<file path="src/pll_clock_select_map.vh">
// register offsets, field positions, reset values and timing constants of the clock select block
`ifndef PLL_CLOCK_SELECT_MAP_VH
`define PLL_CLOCK_SELECT_MAP_VH
`define ADDR_PLL_CONTROL           8'h1c
`define ADDR_PLL_BANDWIDTH_CONTROL 8'h1d
`define ADDR_PLL_PROGRAMMING       8'h1e
`define BIT_LOCK_IE                7
`define BIT_LOCK_FLAG              6
`define BIT_PLL_ENABLE             5
`define BIT_SOURCE_SELECT          4
`define BIT_AUTO_BW                7
`define BIT_LOCK                   6
`define BIT_TRACKING               5
`define BIT_XTAL_LOSS              4
`define CONTROL_LOW_BITS           4'hf
`define BANDWIDTH_LOW_BITS         4'h0
`define PROGRAMMING_RESET          8'h66
`define NIBBLE_ZERO                4'h0
`define SETTLE_CYCLES              2'h3
`define LOSS_WAIT_UNIT             3'h4
`define READ_ZERO                  8'h00
`endif

</file>
<file path="src/pll_clock_select_control.v">
// clock generator control registers, base clock selector and lock status logic
//
// Function
// - lock interrupt enable ignores writes and reads zero while automatic bandwidth is off
// - lock-change flag sets on every lock indicator transition in automatic mode, either direction
// - interrupt request asserted when lock-change flag and enable both set and the oscillator is enabled
// - lock-change flag reads zero when automatic bandwidth is off
// - a read of the control register clears the lock-change flag unless a lock edge arrives in the same cycle
// - reset sets pll enable, clears interrupt enable and lock-change flag
// - pll enable cannot be cleared while the vco drives the base clock
// - source select forced zero while pll off or range select zero
// - base clock held static on switch until three cycles of each clock have passed
// - reset and stop both clear the source select bit
// - base clock is selected source divided by two, 50% duty
// - control register low four bits read as one
// - bandwidth mode bit read/write, one automatic, reset clears
// - lock indicator read-only in automatic mode, zero in manual, reset clears
// - filter mode bit: one tracking, status in automatic, control in manual
// - last written filter mode kept hidden in automatic, restored in manual
// - reset clears filter mode, acquisition first
// - loss-detect: write one, wait four times n cycles, read; one means crystal dead
// - loss-detect bit reads zero while source select is zero
// - programming register read-only while pll enable is one
// - programming upper nibble is multiplier n, zero acts as one, reset six
// - zero range select disables pll and clears source select
//
// The plain strobed port was chosen for this implementation.
`include "pll_clock_select_map.vh"
`timescale 1ns/1ps
`default_nettype none
module pll_clock_select_control
(
	// clock and reset
	input  wire       ref_clk,
	input  wire       arst_n,
	// register port
	input  wire [7:0] addr,
	input  wire [7:0] wdata,
	input  wire       wr,
	input  wire       rd,
	output reg  [7:0] rdata,
	// analog loop and system inputs, asynchronous
	input  wire       crystal_clock,
	input  wire       vco_clock,
	input  wire       lock_detect,
	input  wire       tracking_detect,
	input  wire       oscillator_enable_in,
	input  wire       stop_request,
	// outputs
	output reg        base_clock_out,
	output reg        lock_interrupt_request,
	output reg        pll_enable_out,
	output reg  [3:0] feedback_multiplier,
	output reg  [3:0] vco_range_select
);

	// synchroniser stages
	reg [1:0] sync_xclk;
	reg [1:0] sync_vclk;
	reg [1:0] sync_lock;
	reg [1:0] sync_trk;
	reg [1:0] sync_osc;
	reg [1:0] sync_stop;
	// edge history of synced clocks, stop request and lock bit
	reg       xclk_prev;
	reg       vclk_prev;
	reg       lock_prev;
	reg       stop_prev;
	// register state
	reg       lock_interrupt_enable;
	reg       lock_change_flag;
	reg       pll_enable;
	reg       clock_source_select;
	reg       auto_bw;
	reg       lock_bit;
	reg       filter_hold;
	reg       loss_armed;
	reg       loss_seen;
	reg [7:0] pll_programming;
	// selector state
	reg       active_src;
	reg       switching;
	reg [1:0] x_count;
	reg [1:0] v_count;
	reg [5:0] loss_count;

	wire xclk_rise = sync_xclk[1] & ~xclk_prev;
	wire vclk_rise = sync_vclk[1] & ~vclk_prev;
	wire stop_rise = sync_stop[1] & ~stop_prev;
	wire wr_ctl = wr & (addr == `ADDR_PLL_CONTROL);
	wire wr_bw  = wr & (addr == `ADDR_PLL_BANDWIDTH_CONTROL);
	wire wr_ppg = wr & (addr == `ADDR_PLL_PROGRAMMING);
	wire rd_ctl = rd & (addr == `ADDR_PLL_CONTROL);
	wire range_zero = (pll_programming[3:0] == `NIBBLE_ZERO);
	// filter mode seen by software: live status in automatic, held value in manual
	wire filter_read = auto_bw ? sync_trk[1] : filter_hold;
	// loss window of four times n vco cycles, zero n acts as one
	wire [3:0] n_eff = (pll_programming[7:4] == `NIBBLE_ZERO) ? 4'h1 : pll_programming[7:4];
	wire [5:0] loss_limit = {n_eff, 2'b00};

	// two-flop synchronisers for everything from outside this clock
	always @(posedge ref_clk or negedge arst_n)
	begin
		if (!arst_n)
		begin
			sync_xclk <= 2'b00;
			sync_vclk <= 2'b00;
			sync_lock <= 2'b00;
			sync_trk  <= 2'b00;
			sync_osc  <= 2'b00;
			sync_stop <= 2'b00;
			xclk_prev <= 1'b0;
			vclk_prev <= 1'b0;
			stop_prev <= 1'b0;
		end
		else
		begin
			sync_xclk <= {sync_xclk[0], crystal_clock};
			sync_vclk <= {sync_vclk[0], vco_clock};
			sync_lock <= {sync_lock[0], lock_detect};
			sync_trk  <= {sync_trk[0], tracking_detect};
			sync_osc  <= {sync_osc[0], oscillator_enable_in};
			sync_stop <= {sync_stop[0], stop_request};
			xclk_prev <= sync_xclk[1];
			vclk_prev <= sync_vclk[1];
			stop_prev <= sync_stop[1];
		end
	end

	// control register
	always @(posedge ref_clk or negedge arst_n)
	begin
		if (!arst_n)
		begin
			lock_interrupt_enable <= 1'b0;
			lock_change_flag      <= 1'b0;
			pll_enable            <= 1'b1;
			clock_source_select   <= 1'b0;
		end
		else
		begin
			if (wr_ctl && auto_bw)
				lock_interrupt_enable <= wdata[`BIT_LOCK_IE];
			else if (!auto_bw)
				lock_interrupt_enable <= 1'b0;
			// a lock edge in the clearing cycle still sets the flag
			if (auto_bw && (lock_bit != lock_prev))
				lock_change_flag <= 1'b1;
			else if (rd_ctl || !auto_bw)
				lock_change_flag <= 1'b0;
			// enable and select can change in the same write; each judged on old state
			if (wr_ctl && !clock_source_select)
				pll_enable <= wdata[`BIT_PLL_ENABLE];
			else if (range_zero && !clock_source_select)
				pll_enable <= 1'b0;
			if (stop_rise || !pll_enable || range_zero)
				clock_source_select <= 1'b0;
			else if (wr_ctl)
				clock_source_select <= wdata[`BIT_SOURCE_SELECT];
		end
	end

	// bandwidth register and lock tracking
	always @(posedge ref_clk or negedge arst_n)
	begin
		if (!arst_n)
		begin
			auto_bw     <= 1'b0;
			lock_bit    <= 1'b0;
			lock_prev   <= 1'b0;
			filter_hold <= 1'b0;
			loss_armed  <= 1'b0;
			loss_seen   <= 1'b0;
			loss_count  <= 6'h00;
		end
		else
		begin
			if (wr_bw)
				auto_bw <= wdata[`BIT_AUTO_BW];
			lock_bit  <= auto_bw & sync_lock[1];
			lock_prev <= lock_bit;
			// hidden copy follows writes in either mode, shown again in manual
			if (wr_bw)
				filter_hold <= wdata[`BIT_TRACKING];
			// loss window counts vco edges; no crystal edge seen means crystal dead
			if (wr_bw && wdata[`BIT_XTAL_LOSS])
			begin
				loss_armed <= 1'b1;
				loss_seen  <= 1'b0;
				loss_count <= 6'h00;
			end
			else if (loss_armed)
			begin
				if (xclk_rise)
					loss_seen <= 1'b1;
				if (vclk_rise)
					loss_count <= loss_count + 6'h01;
				if (vclk_rise && (loss_count + 6'h01 >= loss_limit))
					loss_armed <= 1'b0;
			end
		end
	end

	// programming register, frozen while the loop runs
	always @(posedge ref_clk or negedge arst_n)
	begin
		if (!arst_n)
			pll_programming <= `PROGRAMMING_RESET;
		else if (wr_ppg && !pll_enable)
			pll_programming <= wdata;
	end

	// transition control and divide-by-two output
	always @(posedge ref_clk or negedge arst_n)
	begin
		if (!arst_n)
		begin
			active_src     <= 1'b0;
			switching      <= 1'b0;
			x_count        <= 2'h0;
			v_count        <= 2'h0;
			base_clock_out <= 1'b0;
		end
		else if (!sync_osc[1])
		begin
			// oscillator disable holds the output low
			base_clock_out <= 1'b0;
			active_src     <= 1'b0;
			switching      <= 1'b0;
		end
		else if (switching)
		begin
			// output held in stasis until both clocks have ticked enough
			if (xclk_rise && x_count != `SETTLE_CYCLES)
				x_count <= x_count + 2'h1;
			if (vclk_rise && v_count != `SETTLE_CYCLES)
				v_count <= v_count + 2'h1;
			if (x_count == `SETTLE_CYCLES && v_count == `SETTLE_CYCLES)
			begin
				switching  <= 1'b0;
				active_src <= clock_source_select;
			end
		end
		else if (active_src != clock_source_select)
		begin
			switching <= 1'b1;
			x_count   <= 2'h0;
			v_count   <= 2'h0;
		end
		else if (active_src ? vclk_rise : xclk_rise)
			base_clock_out <= ~base_clock_out;
	end

	// read data one cycle after the strobe, plus mirrored outputs
	always @(posedge ref_clk or negedge arst_n)
	begin
		if (!arst_n)
		begin
			rdata                  <= `READ_ZERO;
			lock_interrupt_request <= 1'b0;
			pll_enable_out         <= 1'b1;
			feedback_multiplier    <= 4'h6;
			vco_range_select       <= 4'h6;
		end
		else
		begin
			lock_interrupt_request <= sync_osc[1] & lock_change_flag & lock_interrupt_enable;
			pll_enable_out         <= pll_enable & ~range_zero;
			feedback_multiplier    <= n_eff;
			vco_range_select       <= pll_programming[3:0];
			if (!rd)
				rdata <= `READ_ZERO;
			else if (addr == `ADDR_PLL_CONTROL)
				rdata <= {lock_interrupt_enable & auto_bw, lock_change_flag & auto_bw,
					pll_enable, clock_source_select, `CONTROL_LOW_BITS};
			else if (addr == `ADDR_PLL_BANDWIDTH_CONTROL)
				rdata <= {auto_bw, lock_bit, filter_read,
					loss_seen ? 1'b0 : clock_source_select & ~loss_armed, `BANDWIDTH_LOW_BITS};
			else if (addr == `ADDR_PLL_PROGRAMMING)
				rdata <= pll_programming;
			else
				rdata <= `READ_ZERO;
		end
	end

endmodule
`default_nettype wire

</file>
<file path="config.mk">
export PLATFORM = sky130hd
export DESIGN_NAME = pll_clock_select_control
export DESIGN_NICKNAME = d
export VERILOG_FILES = /design/src/pll_clock_select_control.v
export VERILOG_INCLUDE_DIRS = /design/src /design/src/src
export SDC_FILE = /design/constraint.sdc
export NUM_CORES = 1
export LEC_CHECK = 0
export ABC_AREA = 1
export BUFFER_PORTS_ARGS = -buffer_cell sky130_fd_sc_hd__buf_4
export CORE_MARGIN = 8
export CORE_UTILIZATION = 37
export CTS_BUF_LIST = sky130_fd_sc_hd__clkbuf_16
export CTS_CLUSTER_DIAMETER = 80
export DETAILED_ROUTE_END_ITERATION = 10
export RECOVER_POWER = 100
export SLEW_MARGIN = 20
export SYNTH_ARGS = -nofsm -noshare
export SYNTH_HDL_FRONTEND = slang
export SYNTH_SLANG_ARGS = --single-unit
</file>
<file path="constraint.sdc">
create_clock -name ref_clk -period 1.5 [get_ports ref_clk]
set_input_delay 0.075 -clock ref_clk [delete_from_list [all_inputs] [get_ports ref_clk]]
set_output_delay 0.075 -clock ref_clk [all_outputs]
set_load 0.005 [all_outputs]
</file>
==> flow_summary.rst, run 1 <==
.. list-table::
   :header-rows: 1

   * - Metric
     - Value
   * - Run status
     - complete, but fails checks
   * - Violated checks
     - negative setup slack
   * - Worst slew pin tran
     - between 800 and 900 ps
   * - Tightest Hold Check Type
     - input pin to flip-flop
   * - Worst Min Path Start
     - wdata[4]
   * - Tot GR Track Use
     - between 10% and 20%
   * - Setup Total Neg Slack
     - -154 ps
   * - Fin crit share
     - 110%
   * - Required arrival time at the worst endpoint
     - between 1500 and 2000 ps
   * - Antenna violations before repair
     - 0
   * - Critical Setup Path Class
     - flip-flop to flip-flop
   * - Initial Utilization
     - a little under two fifths
   * - Number of synthesized flops with an enable pin
     - 0
   * - Placed wire-length estimate after detailed placement
     - between 4000 and 5000 microns
   * - Achievable frequency
     - 0.604 GHz
   * - Sequential share of the synthesized area
     - 59.3%
   * - CP Max Fanout
     - 3
   * - Critical path launch point type
     - flip-flop
   * - Destination of the worst hold path
     - pll_programming[4]
   * - Die width
     - roughly 100 microns
   * - Via count of the first global-routing pass
     - ~2.2k
   * - Count of nets after finishing
     - 401
   * - Synthesized area per cell
     - about 9.5 sq um
   * - PD cells
     - between 1000 and 1500 mW/mm^2
   * - Share of flip-flops with an asynchronous set or reset after synthesis
     - 100%
   * - Count of cell types in the netlist
     - 30
   * - Total wirelength of the detailed-routed design
     - 5730 microns
   * - Violation count after the first detailed-route iteration
     - 47
   * - Synthesis-stage register bit count
     - 64
   * - Slowest-stage cell, CP
     - dfrtp_1
   * - Fill cell instance count of the final layout
     - ~660
   * - Share of final-layout standard cells stronger than drive strength 1
     - 25.5%
   * - DIE HEIGHT
     - just over 100 microns
   * - Max-slew violations
     - 0
   * - Number of sinks on the clock net
     - 64
   * - Tmin final
     - around 1700 ps
   * - Headroom to the max-slew limit
     - around 45%
   * - Gate count after technology mapping
     - around 290
   * - Footprint of the flip-flops and latches
     - ~0.0016 sq mm
   * - Total Die Area
     - just over 0.01 sq mm
   * - Top cells by area in the synthesized netlist
     - dfrtp_1 50%, dfstp_2 9.7%, nand2_1 9.0%, inv_1 6.1%, ha_1 3.7%
   * - Worst EP arrival
     - around 1900 ps
   * - Leakage power
     - about 0.0019 uW
   * - GP Congestion
     - 0.789
   * - Sequence of cells on the critical path
     - ha_2 > nand3_2 > xor2_2 > ha_1 > nand2_1 > inv_2 > nand4_1 > nand3_1 > nand2_1 > nand2_1 > nand2_1
   * - Area of the multi-input gates
     - around 960 sq um
   * - Clock tree skew after final layout
     - between 4 and 5 ps
   * - Final routed wire length divided by cell count
     - 12.2 microns
   * - Number of maximum-capacitance violations
     - 0
   * - I/O Pins
     - 45
   * - Synth Net Count
     - ~320
   * - H-tree levels
     - 3
   * - Final core utilization
     - approximately half
   * - Clock insertion delay at the later pin of the skew report
     - ~320 ps
   * - Aggregate global routing overflow
     - 0
   * - Category of the worst setup path capture point
     - flip-flop
   * - Count of endpoints failing setup in the final report
     - 1
   * - TritonCTS clock tree
     - yes
   * - Number of placement rows
     - 31
   * - Count of cells along the worst register-to-register path
     - 11
   * - Final hold violation count
     - 0
   * - Area of the placeable core
     - just over 0.007 sq mm
   * - Post-route ant nets
     - 0
   * - Clock Tree Root
     - clkbuf_16
   * - Final routed DRC violation total
     - 0
   * - Mean number of vias per cell
     - approximately 4.4
   * - Clock buffer count from CTS
     - 9
   * - Count of input and output buffers
     - 44
   * - Cell occurring most often along the worst timing path
     - nand2_1
   * - Most area-hungry cell type in the Yosys netlist
     - dfrtp_1
   * - Routed vias
     - ~2.1k
   * - Maximum single-stage delay on the critical path
     - about 390 ps
   * - Worst voltage drop across the vdd grid
     - around 0.0008 V
   * - Top cell type's share of synthesized area
     - between 40% and 50%
   * - Buffer depth of the longest clock path
     - 2
   * - Clk pin slew, worst setup/hold paths
     - around 50 ps
   * - Final worst-path setup slack
     - -154 ps
   * - Post-synthesis to final-layout area growth
     - 36.9%
   * - WHS Path Cells
     - 3
   * - Prevailing post-synth register cell
     - dfrtp_1
   * - Antenna Diode Count
     - 0
   * - Synthesized area
     - ~0.0027 sq mm
   * - Warning count from the yosys run
     - 0
   * - Worst R2R End
     - loss_armed
   * - Pin count of the biggest net entering global routing
     - 43
   * - First-pass iteration count of the detailed router
     - 4
   * - R2R setup slack
     - -150 ps
   * - RSZ-0062 raised after global routing
     - yes
   * - Launch instance of the worst register-to-register path
     - loss_count[1]
   * - Wire length of the first global-routing pass
     - between 10,000 and 15,000 microns
report_power, final:
group / internal, uW / leakage [uW] / switching, uW
clock: 1440 / 0.000150 / 705
sequential: 1870 / 0.000736 / 106
combinational: 399 / 0.000982 / 394
area by class of cell:
| type | instances | area share [%] |
|---|---|---|
| Clock buffer | 9 | 6.04 |
| Tap cell | 99 | 3.32 |
| Multi-Input combinational cell | 177 | 25.7 |
| Timing Repair Buffer | 71 | 14.8 |
| Sequential cell | 64 | 43.4 |
| Clock inverter | 7 | 2.35 |
| Inverter | 44 | 4.43 |
critical path, delay by kind of cell, from the launching register on:
family	cells	cell delay, ps
buf+inv	1	50
simple gates	7	460
xor+xnor	1	160
flops	1	390
fa+ha+maj	2	490
cells in the mapped netlist, types with 3 or more instances:
| master | instances |
|---|---|
| nand3_1 | 20 |
| o21ai_1 | 8 |
| nand2_2 | 4 |
| o21ai_0 | 18 |
| inv_1 | 44 |
| a21oi_1 | 8 |
| clkbuf_1 | 3 |
| ha_1 | 8 |
| nand2_1 | 65 |
| dfstp_2 | 10 |
| dfrtp_1 | 54 |
| nor2_1 | 23 |
cell usage in the layout (no fill, tap or decap), types with 3 or more instances in the layout:
cell type      synthesis  routed
dfrtp_1               54      53
dlygate4sd3_1          0      14
o21ai_0               18      17
dfstp_2               10       6
a21oi_1                8       8
nand2_1               65      64
clkbuf_1               3       4
buf_4                  0      30
dfstp_1                0       4
nand2_2                4       5
ha_1                   8       6
clkbuf_16              0       9
clkbuf_4               0      22
o21ai_1                8       9
nand3_1               20      18
inv_1                 44      44
nand3_2                1       3
nor2_1                23      23
how the worst max path moves through the flow:
| stage | slack [ps] | startpoint | cells past startpoint | to |
|---|---|---|---|---|
| after global routing | -320 | loss_count[1] | 11 | loss_armed |
| after detailed placement | -200 | loss_count[1] | 13 | loss_armed |
| final | -150 | loss_count[1] | 11 | loss_armed |
| after floorplan | -50 | loss_count[0] | 11 | loss_armed |
| after global placement | -130 | loss_count[0] | 13 | loss_armed |
| after CTS | -170 | loss_count[0] | 11 | loss_armed |
sequential cells by signal, indices dropped and copies added (netlist names), 2 cells and up:
signal and flops:
sync_lock 2, sync_stop 2, feedback_multiplier 4, sync_xclk 2, vco_range_select 4, sync_vclk 2, pll_programming 8, rdata 8
loss_count 6, v_count 2, sync_osc 2, x_count 2, sync_trk 2
kinds of logic after synthesis:
kind of cell               count (synthesis)  share of synthesized area [%]
buffers and inverters                     47                           6.48
DFF                                       64                           59.3
and+or+nand+nor                          128                           22.3
adders and majority gates                  8                           3.68
AOI/OAI and AO/OA                         37                           6.99
xor gates and xnor gates                   4                           1.29
routing by layer:
metal | wire length [microns] | vias up | global-route usage, % | part of all wire [%]
li1 | - | 1066 | - | -
met1 | 2400 | 960 | 13.7 | 42
met2 | 2910 | 52 | 21.9 | 51
met3 | 361 | 5 | 4.60 | 6.3
met4 | 55 | 0 | 4.81 | 0.96
met5 | 0 | - | 0 | 0
through the flow:
stage | setup WS [ps] | cell area (sq um) | instances | total power [uW] | hold WS [ps]
2_1_floorplan | -51.1 | 2730 | 288 | 2350 | -221
3_3_place_gp | -130 | 3250 | 437 | 2640 | -13.0
3_5_place_dp | -203 | 3250 | 437 | 2660 | -11.7
4_1_cts | -174 | 3760 | 470 | 4960 | 7.79
5_1_grt | -316 | 3730 | 471 | 5160 | 24.7
6_report | -154 | 3730 | 471 | 4910 | 11.0
repair_timing:
item	4_1_cts	5_1_grt
buffers inserted	3	1
endpoints found under the hold margin	70	0
hold buffers	14	0
gates resized for setup	6	2
pin swaps	5	3
endpoints found under the setup margin	1	1
(Power assumes the default switching activity.)
==> run 2, diff against run 1 <==
--- a/config.mk
+++ b/config.mk
@@ -15,2 +15,3 @@
 export DETAILED_ROUTE_END_ITERATION = 10
+export HOLD_SLACK_MARGIN = 0.03
 export RECOVER_POWER = 100
==> constraint.sdc (replaced) <==
create_clock -name ref_clk -period 1.5 [get_ports ref_clk]
set_input_delay 0.3 -clock ref_clk [delete_from_list [all_inputs] [get_ports ref_clk]]
set_output_delay 0.3 -clock ref_clk [all_outputs]
set_load 0.005 [all_outputs]
==> run 2 against run 1 <==
Compared with the run above: the flow still finishes with violations (negative setup slack); wire length fell by 4.4%; setup slack improved by 37 ps; sequential share of layout area rose by 1.8 points; global-route usage fell by 0.56 points; sequential power barely moved; core utilization fell by 2.1 points; clock power fell by 17%; total power fell by 8.5%; cell count fell by 3.0%; die area did not move; non-clock buffer count fell by 14; count of clock-buffer cells in the layout did not move; critical endpoint unchanged; largest power group is now sequential cells; highest routed layer unchanged.
==> flow_summary.rst, run 2 (synthesis gave the netlist of run 1 again) <==
.. list-table::
   :header-rows: 1

   * - Metric
     - Value
   * - PD cells
     - 1260 mW/mm^2
   * - I/O Pins
     - between 40 and 50
   * - Family with the most delay on the worst path
     - adder cells
   * - Wire length of the first global-routing pass
     - ~9400 microns
   * - Biggest regs
     - pll_programming x8, rdata x8, loss_count x6
   * - Clock Tree Root
     - clkbuf_16
   * - Top layer reached by signal wires
     - met4
   * - Wire length on met1
     - between 2000 and 2500 microns
   * - Worst voltage drop across the vdd grid
     - roughly 0.00062 V
   * - Via count of the first global-routing pass
     - slightly above 2k
   * - Initial Utilization
     - a little under two fifths
   * - Relative contribution of sequential cells to total power
     - 43.9%
   * - RSZ-0062 raised after global routing
     - yes
   * - Internal Pwr Total
     - roughly 3300 uW
   * - Tot GR Track Use
     - 12.1%
   * - Dpl cells
     - roughly 440
   * - Die width
     - around 100 microns
   * - DIE HEIGHT
     - 102 microns
   * - Post-synthesis to final-layout area growth
     - 31.4%
   * - CP Max Fanout
     - 4
   * - R2R setup slack
     - -120 ps
   * - Final hold violation count
     - 0
   * - Number of sinks on the clock net
     - between 60 and 70
   * - Leakage power
     - roughly 0.0018 uW
   * - Switching Share
     - a little over a quarter
   * - Max-slew violations
     - 0
   * - Pin count of the biggest net entering global routing
     - between 60 and 70
   * - Footprint of the flip-flops and latches
     - approximately 0.0016 sq mm
   * - Final worst-path setup slack
     - -118 ps
   * - Buffer depth of the longest clock path
     - 2
   * - Run status
     - complete, but fails checks
   * - Count of endpoints failing setup in the final report
     - 1
   * - Achievable frequency
     - 0.618 GHz
   * - Critical Setup Path Class
     - flip-flop to flip-flop
   * - Worst EP arrival
     - 1830 ps
   * - Tmin final
     - 1620 ps
   * - Antenna violations before repair
     - 0
   * - Sequence of cells on the critical path
     - ha_2 > nand3_2 > xor2_2 > ha_1 > nand2_1 > inv_1 > nand4_1 > nand3_1 > nand2_1 > nand2_1 > nand2_1
   * - Share of final-layout standard cells stronger than drive strength 1
     - 27.1%
   * - Routed vias
     - 2,042
   * - Most frequent standard cell in the layout excluding fill and tap cells
     - nand2_1
   * - Antenna Diode Count
     - 0
   * - Routed met2 length
     - about 2600 microns
   * - Total Die Area
     - just over 0.01 sq mm
   * - Final routed wire length divided by cell count
     - approximately 12 microns
   * - Fill cell instance count of the final layout
     - between 600 and 700
   * - H-tree levels
     - 3
   * - Category of the worst setup path capture point
     - flip-flop
   * - Most frequent cells in the layout
     - 64 x nand2_1, 54 x dfrtp_1, 49 x buf_4, 46 x inv_1, 22 x nor2_1
   * - Worst slew pin tran
     - about 400 ps
   * - Final routed DRC violation total
     - 0
   * - Required arrival time at the worst endpoint
     - between 1500 and 2000 ps
   * - Final instance count without filler cells
     - 457
   * - Mean number of vias per cell
     - between 4 and 5
   * - Critical path launch point type
     - flip-flop
   * - Final hold slack
     - 103 ps
   * - Placed wire-length estimate after detailed placement
     - slightly above 4000 microns
   * - NetSw
     - 1170 uW
   * - GP Congestion
     - 0.772
   * - Clock tree skew after final layout
     - 5.03 ps
   * - Maximum single-stage delay on the critical path
     - roughly 400 ps
   * - Count of input and output buffers
     - 44
   * - Crit path buffers/inverters
     - 1
   * - Slowest-stage cell, CP
     - dfrtp_1
   * - Cell occurring most often along the worst timing path
     - nand2_1
   * - Comb pwr share
     - approximately 17%
   * - Clock network power share
     - approximately two fifths
   * - Fin crit share
     - 108%
   * - Area of the placeable core
     - 0.00718 sq mm
   * - Aggregate global routing overflow
     - 0
   * - Count of nets after finishing
     - 387
   * - Tightest Hold Check Type
     - input pin to flip-flop
   * - TritonCTS clock tree
     - yes
   * - Number of maximum-capacitance violations
     - 0
   * - Total wirelength of the detailed-routed design
     - 5480 microns
   * - Clock insertion delay at the later pin of the skew report
     - between 300 and 400 ps
   * - Violation count after the first detailed-route iteration
     - between 70 and 80
   * - Met3 wire length
     - roughly 340 microns
   * - Headroom to the max-slew limit
     - roughly 73%
   * - Violated checks
     - negative setup slack
   * - Post-route ant nets
     - 0
   * - Clk pin slew, worst setup/hold paths
     - 50 ps
   * - Clock buffer count from CTS
     - 9
   * - Number of placement rows
     - 31
   * - Area of the multi-input gates
     - 975 sq um
   * - First-pass iteration count of the detailed router
     - 4
run 2: changes by cell type in the layout (fill, tap and decap cells not counted), moves of 3 or more:
cell	change
clkbuf_1	-4
dfstp_1	-3
clkbuf_4	-16
dfstp_2	+3
buf_4	+19
dlygate4sd3_1	-13
run 2: metal layers:
metal  GRT usage (%)  vias to the layer above
li1                -                     1042
met1            14.1                      945
met2            18.7                       45
met3            4.33                       10
met4            6.99                        0
met5               0                        -
run 2: worst register-to-register path, cell delays in order, from the launching register on:
cell and delay, ps:
dfrtp_1 400, ha_2 210, nand3_2 80, xor2_2 150, ha_1 280, nand2_1 50, inv_1 60, nand4_1 70
nand3_1 70, nand2_1 50, nand2_1 50, nand2_1 40
run 2: repair_timing:
| action | in CTS | in global routing |
|---|---|---|
| gates resized for setup | 3 | 3 |
| setup buffers | 1 | 2 |
| setup endpoints to repair | 1 | 1 |
| hold buffers | 1 | 0 |
| pin swaps | 4 | 6 |
| endpoints found under the hold margin | 54 | 0 |
run 2: layout make-up:
cell class,count,area share (%)
flip-flops and latches,64,45.1
multi-input cells,177,27.2
repair buffers,57,12.4
clock buffers,9,6.30
inverters,44,4.62
well taps,99,3.46
clock inverters,7,0.874
run 2: through the flow:
| step | area, sq um | util (%) | TNS (ps) | setup WS, ps | total power (uW) |
|---|---|---|---|---|---|
| 4_1_cts | 3540 | 49.3 | -148 | -148 | 4490 |
| 2_1_floorplan | 2730 | - | -51.1 | -51.1 | 2350 |
| 6_report | 3580 | 49.9 | -118 | -118 | 4490 |
| 3_3_place_gp | 3250 | 45.3 | -130 | -130 | 2640 |
| 3_5_place_dp | 3250 | 45.3 | -184 | -184 | 2660 |
| 5_1_grt | 3580 | 49.9 | -272 | -272 | 4760 |
run 2: path summary, 6_finish.rpt:
check,startpoint,to,depth (start not counted)
max in group asynchronous,arst_n,pll_enable,3
worst min register to register,sync_stop[0],sync_stop[1],0
worst min-delay path,stop_request,sync_stop[0],1
min in group asynchronous,arst_n,vco_range_select[3],3
worst max-delay path,loss_count[1],loss_armed,11
worst max register to register,loss_count[1],loss_armed,11
run 2: power by group through the flow:
stage,logic (uW),clock network (uW),registers (uW)
6_report,749,1770,1970
4_1_cts,695,1820,1980
2_1_floorplan,362,0,1990
5_1_grt,870,1890,1990
3_5_place_dp,659,0,2000
3_3_place_gp,650,0,1990
